$ cat src/common/dcs_pkg.sv
package dcs_pkg;

	// Register offsets (byte addresses)
	localparam logic [7:0] STATUS_OFFSET  = 8'h00;
	localparam logic [7:0] CONTROL_OFFSET = 8'h04;
	localparam logic [7:0] IRQ_STAT_OFFSET = 8'h08;
	localparam logic [7:0] IRQ_MASK_OFFSET = 8'h0C;

	// Status field positions
	localparam int READY_BIT    = 31;
	localparam int DONE_OK_BIT  = 23;
	localparam int DONE_ERR_BIT = 22;
	localparam int SRC_BIT      = 20;
	localparam int DST_BIT      = 19;
	localparam int SETUP_BIT    = 18;

	// Control field positions
	localparam int GO_BIT        = 0;
	localparam int OK_IEN_BIT    = 1;
	localparam int ERR_IEN_BIT   = 2;

	// Event bit positions and width of the sticky event register
	localparam int EV_OK    = 0;
	localparam int EV_ERR   = 1;
	localparam int EV_REFUS = 2;
	localparam int EV_W     = 3;

	// Reset values
	localparam logic [31:0] ZERO_WORD = 32'h0000_0000;

	// Flag group carried between processes
	typedef struct packed {
		logic ready;
		logic done_ok;
		logic done_err;
		logic src;
		logic dst;
		logic setup;
	} dcs_flags_type;

	// Events reported by the transfer engine
	typedef struct packed {
		logic term_ok;
		logic term_err;
		logic src_fault;
		logic dst_fault;
		logic setup_fault;
	} dcs_engine_type;

endpackage

$ cat src/rtl/dcs_event_irq.sv
`timescale 1ns/1ps
// Sticky event bits with mask and one level interrupt
module dcs_event_irq #(
	parameter int WIDTH = 3
) (
	// Clock and reset
	input  wire logic             clock_in,
	input  wire logic             resetn_in,
	// Events and software access
	input  wire logic [WIDTH-1:0] event_in,
	input  wire logic             clear_we_in,
	input  wire logic             mask_we_in,
	input  wire logic [WIDTH-1:0] wdata_in,
	// State
	output logic      [WIDTH-1:0] status_out,
	output logic      [WIDTH-1:0] mask_out,
	output logic                  irq_out
);

	logic [WIDTH-1:0] status_q, status_d, mask_q, mask_d;
	logic             irq_q, irq_d;

	initial begin
		if (WIDTH < 1) $error("WIDTH must be at least one");
	end

	// Set wins over a write-one clear
	always_comb begin
		status_d = status_q;
		mask_d   = mask_q;
		if (clear_we_in) status_d = status_d & ~wdata_in;
		status_d = status_d | event_in;
		if (mask_we_in) mask_d = wdata_in;
		irq_d = |(status_d & mask_d);
	end

	always_ff @(posedge clock_in or negedge resetn_in) begin
		if (!resetn_in) begin
			status_q <= '0;
			mask_q   <= '0;
			irq_q    <= 1'b0;
		end else begin
			status_q <= status_d;
			mask_q   <= mask_d;
			irq_q    <= irq_d;
		end
	end

	assign status_out = status_q;
	assign mask_out   = mask_q;
	assign irq_out    = irq_q;
endmodule

$ cat src/rtl/dcs_channel_status.sv
// Added by the designer: the register addresses and the strobed register port.
`timescale 1ns/1ps
// Contract
// - Ready flag reflects channel Ready state
// - Normal end sets done_ok, optional interrupt
// - Writing zero clears done_ok and interrupt (only done_ok_irq_out here; irq_out waits for a write-one clear)
// - Go with done_ok set is an error
// - Error end sets done_error, optional interrupt
// - Zero to done_error clears all faults
// - Go with done_error set is an error
// - Source read bus error sets source fault
// - Destination write error sets dest fault
// - Configuration error sets setup fault
// - All status flags zero after reset
module dcs_channel_status (
	// Clock and reset
	input  wire logic                     clock_in,
	input  wire logic                     resetn_in,
	// Register port
	input  wire logic [7:0]               addr_in,
	input  wire logic [31:0]              wdata_in,
	input  wire logic                     write_in,
	input  wire logic                     read_in,
	output logic      [31:0]              rdata_out,
	// Transfer engine events
	input  wire dcs_pkg::dcs_engine_type  engine_in,
	// Channel state to the engine
	output logic                          ready_out,
	output logic                          start_out,
	output logic                          start_refused_out,
	// Interrupts
	output logic                          done_ok_irq_out,
	output logic                          done_err_irq_out,
	output logic                          irq_out
);

	dcs_pkg::dcs_flags_type flags_q, flags_d;
	logic [31:0] rdata_q, rdata_d;
	logic        ok_ien_q, ok_ien_d, err_ien_q, err_ien_d;
	logic        start_q, start_d, refused_q, refused_d;
	logic        ok_irq_q, ok_irq_d, err_irq_q, err_irq_d;
	logic [dcs_pkg::EV_W-1:0] ev_status, ev_mask, ev_set;
	logic        ev_irq;
	logic        wr_status, wr_control, go_req, any_fault, term_err;

	// Address decode helper
	function automatic logic hit(input logic [7:0] a, input logic [7:0] off);
		hit = (a == off);
	endfunction

	assign wr_status  = write_in && hit(addr_in, dcs_pkg::STATUS_OFFSET);
	assign wr_control = write_in && hit(addr_in, dcs_pkg::CONTROL_OFFSET);
	assign go_req     = wr_control && wdata_in[dcs_pkg::GO_BIT];
	assign any_fault  = engine_in.src_fault | engine_in.dst_fault | engine_in.setup_fault;
	assign term_err   = engine_in.term_err | any_fault;

	// Status flag next state
	always_comb begin
		flags_d = flags_q;
		if (wr_status && !wdata_in[dcs_pkg::DONE_OK_BIT]) flags_d.done_ok = 1'b0;
		// zero written clears error and causes
		if (wr_status && !wdata_in[dcs_pkg::DONE_ERR_BIT]) begin
			flags_d.done_err = 1'b0;
			flags_d.src      = 1'b0;
			flags_d.dst      = 1'b0;
			flags_d.setup    = 1'b0;
		end
		// ones written leave flags alone (no set path from writes)
		if (start_d) flags_d.ready = 1'b1;
		// normal end sets done_ok, set wins
		if (engine_in.term_ok) flags_d.done_ok = 1'b1;
		if (engine_in.src_fault) flags_d.src = 1'b1;
		if (engine_in.dst_fault) flags_d.dst = 1'b1;
		if (engine_in.setup_fault) flags_d.setup = 1'b1;
		if (term_err) flags_d.done_err = 1'b1;
		if (engine_in.term_ok || term_err) flags_d.ready = 1'b0;
	end

	// Control and start handling
	always_comb begin
		ok_ien_d  = ok_ien_q;
		err_ien_d = err_ien_q;
		start_d   = 1'b0;
		refused_d = 1'b0;
		if (wr_control) begin
			ok_ien_d  = wdata_in[dcs_pkg::OK_IEN_BIT];
			err_ien_d = wdata_in[dcs_pkg::ERR_IEN_BIT];
		end
		// go refused while a completion flag stands
		if (go_req) begin
			if (flags_q.done_ok || flags_q.done_err) refused_d = 1'b1;
			else start_d = 1'b1;
		end
	end

	// Per-flag interrupts follow next flag state
	always_comb begin
		ok_irq_d  = flags_d.done_ok && ok_ien_d;
		err_irq_d = flags_d.done_err && err_ien_d;
	end

	// Read data, valid the cycle after the strobe
	always_comb begin
		rdata_d = dcs_pkg::ZERO_WORD;
		if (read_in) begin
			case (addr_in)
				dcs_pkg::STATUS_OFFSET: begin
					rdata_d[dcs_pkg::READY_BIT]    = flags_q.ready;
					rdata_d[dcs_pkg::DONE_OK_BIT]  = flags_q.done_ok;
					rdata_d[dcs_pkg::DONE_ERR_BIT] = flags_q.done_err;
					rdata_d[dcs_pkg::SRC_BIT]      = flags_q.src;
					rdata_d[dcs_pkg::DST_BIT]      = flags_q.dst;
					rdata_d[dcs_pkg::SETUP_BIT]    = flags_q.setup;
				end
				dcs_pkg::CONTROL_OFFSET: begin
					rdata_d[dcs_pkg::OK_IEN_BIT]  = ok_ien_q;
					rdata_d[dcs_pkg::ERR_IEN_BIT] = err_ien_q;
				end
				dcs_pkg::IRQ_STAT_OFFSET: begin
					rdata_d[dcs_pkg::EV_W-1:0] = ev_status;
				end
				dcs_pkg::IRQ_MASK_OFFSET: begin
					rdata_d[dcs_pkg::EV_W-1:0] = ev_mask;
				end
				default: begin
					rdata_d = dcs_pkg::ZERO_WORD;
				end
			endcase
		end
	end

	always_ff @(posedge clock_in or negedge resetn_in) begin
		if (!resetn_in) begin
			flags_q   <= '0;
			rdata_q   <= dcs_pkg::ZERO_WORD;
			ok_ien_q  <= 1'b0;
			err_ien_q <= 1'b0;
			start_q   <= 1'b0;
			refused_q <= 1'b0;
			ok_irq_q  <= 1'b0;
			err_irq_q <= 1'b0;
		end else begin
			flags_q   <= flags_d;
			rdata_q   <= rdata_d;
			ok_ien_q  <= ok_ien_d;
			err_ien_q <= err_ien_d;
			start_q   <= start_d;
			refused_q <= refused_d;
			ok_irq_q  <= ok_irq_d;
			err_irq_q <= err_irq_d;
		end
	end

	// Events for the sticky interrupt register
	always_comb begin
		ev_set = '0;
		ev_set[dcs_pkg::EV_OK]    = engine_in.term_ok;
		ev_set[dcs_pkg::EV_ERR]   = term_err;
		ev_set[dcs_pkg::EV_REFUS] = refused_d;
	end

	dcs_event_irq #(
		.WIDTH(dcs_pkg::EV_W)
	) dcs_event_irq_i (
		.clock_in   (clock_in),
		.resetn_in  (resetn_in),
		.event_in   (ev_set),
		.clear_we_in(write_in && hit(addr_in, dcs_pkg::IRQ_STAT_OFFSET)),
		.mask_we_in (write_in && hit(addr_in, dcs_pkg::IRQ_MASK_OFFSET)),
		.wdata_in   (wdata_in[dcs_pkg::EV_W-1:0]),
		.status_out (ev_status),
		.mask_out   (ev_mask),
		.irq_out    (ev_irq)
	);

	assign rdata_out         = rdata_q;
	assign ready_out         = flags_q.ready;
	assign start_out         = start_q;
	assign start_refused_out = refused_q;
	assign done_ok_irq_out   = ok_irq_q;
	assign done_err_irq_out  = err_irq_q;
	assign irq_out           = ev_irq;
endmodule

$ cat config.mk
export PLATFORM = sky130hd
export DESIGN_NAME = dcs_channel_status
export DESIGN_NICKNAME = d
export VERILOG_FILES = /design/src/common/dcs_pkg.sv /design/src/rtl/dcs_event_irq.sv /design/src/rtl/dcs_channel_status.sv
export SDC_FILE = /design/constraint.sdc
export NUM_CORES = 1
export LEC_CHECK = 0
export ABC_CLOCK_PERIOD_IN_PS = 2300
export BUFFER_PORTS_ARGS = -buffer_cell sky130_fd_sc_hd__buf_2
export CAP_MARGIN = 20
export CORE_MARGIN = 1.5
export CORE_UTILIZATION = 35
export DETAILED_ROUTE_END_ITERATION = 10
export GPL_ROUTABILITY_DRIVEN = 0
export HOLD_SLACK_MARGIN = 0.12
export PLACE_DENSITY_LB_ADDON = 0.1
export SYNTH_ARGS = -nofsm -noshare
export SYNTH_HDL_FRONTEND = slang
export SYNTH_SLANG_ARGS = --single-unit
$ cat constraint.sdc
create_clock -name clock_in -period 2.3 [get_ports clock_in]
set_input_delay 0.69 -clock clock_in [delete_from_list [all_inputs] [get_ports clock_in]]
set_output_delay 0.69 -clock clock_in [all_outputs]
set_load 0.01 [all_outputs]
==> impl_metrics.json <==
{
  "status": "finished clean",
  "synth_cells": 117,
  "ios": 87,
  "worstPathMaxFanout": 9,
  "cts_tree": "built",
  "first_iter_violations": 28,
  "yosysWarnings": 0,
  "slew_violations": 0,
  "clockRootBuffer": "clkbuf_8",
  "grt_pass1_wl_mm": 3.919,
  "vdd_ir_drop_max_uv": 239.4,
  "dp_hpwl_mm": 1.886,
  "post-cts-setup-buffers": 0,
  "vias_per_cell": 4.412,
  "drive_gt1_frac": 0.3269,
  "endpoint_kind": "flop",
  "clk_latency_ps": 260,
  "nets": 206,
  "wl_per_cell_microns": 11.56,
  "start_util": 0.3653,
  "finalHoldViolCount": 0,
  "ys_ff_latch": 28,
  "synth_cell_types": 34,
  "final-setup-viol-count": 0,
  "syn-cell-area_sq_um": 1338,
  "core_sq_um": 3661,
  "setup-tns-final_ps": 0,
  "p_leak_nw": 0.7986,
  "slowest_stage": "and3_1",
  "period_needed_ps": 1804,
  "slowest_delay_ps": 350,
  "clk_pin_slew_ps": 90,
  "worst_pin_slew_ps": 590.6,
  "num_rows": 22,
  "fin_skew_ps": 3.807,
  "cts_resized": 0,
  "die_area_sq_um": 4202,
  "critical_path_arrival_ps": 1960,
  "syn_to_final_growth_pct": 15.25,
  "postLayoutCellArea_sq_um": 1541,
  "clock-sinks": 28,
  "worst_hold_slack_ps": 419.9,
  "placed_cell_area_sq_um": 1486,
  "grt_usage": 0.1219,
  "wirelength_mm": 2.359,
  "utilization": 0.4211,
  "antenna_found_initial": 0,
  "sequentialPowerShare": 0.572,
  "internal_power_uw": 685.0,
  "clk_path_buf_depth": 2,
  "cp.required_ps": 2460,
  "p_per_area_nw_per_um2": 572.7,
  "htreeDepth": 1,
  "p_switching_uw": 197.8,
  "syn_avg_cell_area_sq_um": 11.43,
  "period_share": 0.7845,
  "grt_overflow": 0,
  "first_pass_iters": 4,
  "sw_frac_of_total": 0.2240,
  "chipWidth_microns": 64.82,
  "maxCapViolCount": 0,
  "dr_total_vias": 900,
  "drc": 0,
  "grt_max_degree": 29,
  "grt_pass1_vias": 806,
  "fin_cells": 204,
  "worstSetupPathType": "in -> reg",
  "fmax_ghz": 0.5542,
  "postRouteAntennaNets": 0,
  "hp-class": "in -> async",
  "synth-seq-area-share": 0.5239,
  "clockPowerShare": 0.328,
  "slew_headroom": 0.6063,
  "die_h_microns": 64.82,
  "port_buffers": 36,
  "hold_buffers": 0,
  "critPathLaunchType": "input pin",
  "pwr-share-comb": 0.100,
  "antenna_cells": 0,
  "placed_cells": 200,
  "crit_chain": "buf_2, nor2b_1, and3_1, mux2_4, and2_1",
  "rsz0062_at_grt": "no",
  "cts_buffers": 3
}
==> through the flow <==
step                      worst slack, ps  power [mW]
after floorplan                     307.4      0.5880
after global placement              206.1      0.6028
after detailed placement            199.6      0.6038
after CTS                           481.6      0.8955
after global routing                426.8      0.9356
final                               495.6      0.8827
==> critical path: cells and delay by family <==
| kind | cells | cell delay, ps |
|---|---|---|
| and+or+nand+nor | 3 | 760 |
| muxes | 1 | 340 |
| buffers and inverters | 1 | 180 |
==> synth_stat cells <==
| cell type | instances | share of area |
|---|---|---|
| nand4b_1 | 2 | 0.013 |
| inv_1 | 6 | 0.017 |
| nor3_2 | 1 | 0.0075 |
| nor3_1 | 1 | 0.0037 |
| and4_1 | 1 | 0.0065 |
| nor3b_1 | 1 | 0.0056 |
| nor4_4 | 1 | 0.016 |
| o221ai_1 | 1 | 0.0065 |
| nor3b_2 | 1 | 0.0094 |
| buf_2 | 1 | 0.0037 |
| conb_1 | 1 | 0.0028 |
| a22oi_1 | 2 | 0.011 |
| or2_2 | 3 | 0.014 |
| a41oi_1 | 1 | 0.0065 |
| dfrtp_1 | 28 | 0.52 |
| a32oi_1 | 1 | 0.0065 |
| mux2_2 | 1 | 0.0084 |
| a21o_1 | 5 | 0.028 |
| o21ai_0 | 1 | 0.0037 |
| mux2i_1 | 3 | 0.022 |
| o22ai_1 | 1 | 0.0047 |
| nor2_1 | 5 | 0.014 |
| nor2b_1 | 2 | 0.0094 |
| nand4_1 | 2 | 0.0094 |
| nand2_1 | 1 | 0.0028 |
| or4_1 | 1 | 0.0056 |
| buf_6 | 1 | 0.0084 |
| mux2_4 | 2 | 0.022 |
| nand3_1 | 1 | 0.0037 |
| a31oi_1 | 2 | 0.0094 |
| and2_1 | 9 | 0.042 |
| and3_1 | 4 | 0.019 |
| a21oi_1 | 1 | 0.0037 |
| buf_4 | 23 | 0.13 |
==> logic make-up (layout without fill, tap and decap cells) <==
family                 count (synthesis)  after routing  synth area share
DFF                                   28             28            0.5239
other                                  1             23          0.002804
muxes                                  6              6           0.05332
AOI/OAI and AO/OA                     15             15           0.08045
and+or+nand+nor                       36             36            0.1815
buffers and inverters                 31             48            0.1581
==> layout by cell type, fill, tap and decap left out, types with 2 or more instances in the layout <==
cell       n
a21o_1     5
a22oi_1    2
a31oi_1    2
and2_1     9
and3_1     4
buf_2     36
buf_4      2
clkbuf_8   4
conb_1    23
dfrtp_1   28
inv_1      6
mux2_4     2
mux2i_1    3
nand4_1    2
nand4b_1   2
nor2_1     5
nor2b_1    2
or2_2      3
==> final cells by class <==
cell class	count	area [sq um]
fill	364	2120
multi-input combinational	80	508.0
tap	48	60.06
clock buffer	4	55.05
sequential	28	700.7
inverter	6	22.52
timing repair buffer	38	195.2
==> registers in the layout, summed over array words and instances, names as in the netlist <==
register,cells
dcs_event_irq_i.irq_out,1
ok_ien_q,1
dcs_event_irq_i.status_out,3
start_refused_out,1
start_out,1
done_err_irq_out,1
ready_out,1
rdata_out,9
err_ien_q,1
done_ok_irq_out,1
dcs_event_irq_i.mask_out,3
flags_q,5
==> routing by layer <==
layer,up-vias,part of all wire,GRT usage
met5,-,0,0
met4,0,0.014,0.05585
li1,430,-,-
met1,433,0.42,0.1758
met2,35,0.49,0.1817
met3,2,0.076,0.01563
==> power by group through the flow <==
stage	Clock (mW)	Sequential, mW	Combinational (mW)
after detailed placement	0	0.515	0.0892
after CTS	0.301	0.505	0.0896
after global placement	0	0.514	0.0884
final	0.289	0.505	0.0885
after global routing	0.329	0.506	0.100
after floorplan	0	0.516	0.0723
==> final timing paths <==
| kind | startpoint | endpoint | slack (ps) | depth (start not counted) |
|---|---|---|---|---|
| setup / recovery | addr_in[2] | done_err_irq_out$_DFF_PN0_ | 500 | 5 |
| hold / removal | resetn_in | rdata_out[23]$_DFF_PN0_ | 420 | 1 |
| setup reg to reg | flags_q[4]$_DFF_PN0_ | dcs_event_irq_i.irq_out$_DFF_PN0_ | 1020 | 3 |
| hold reg to reg | flags_q[1]$_DFFE_PN0P_ | flags_q[1]$_DFFE_PN0P_ | 480 | 1 |
| max in group asynchronous | resetn_in | dcs_event_irq_i.mask_out[2]$_DFF_PN0_ | 1490 | 1 |
| min in group clock_in | flags_q[1]$_DFFE_PN0P_ | flags_q[1]$_DFFE_PN0P_ | 480 | 1 |
Power figures use the tool's default switching activity.
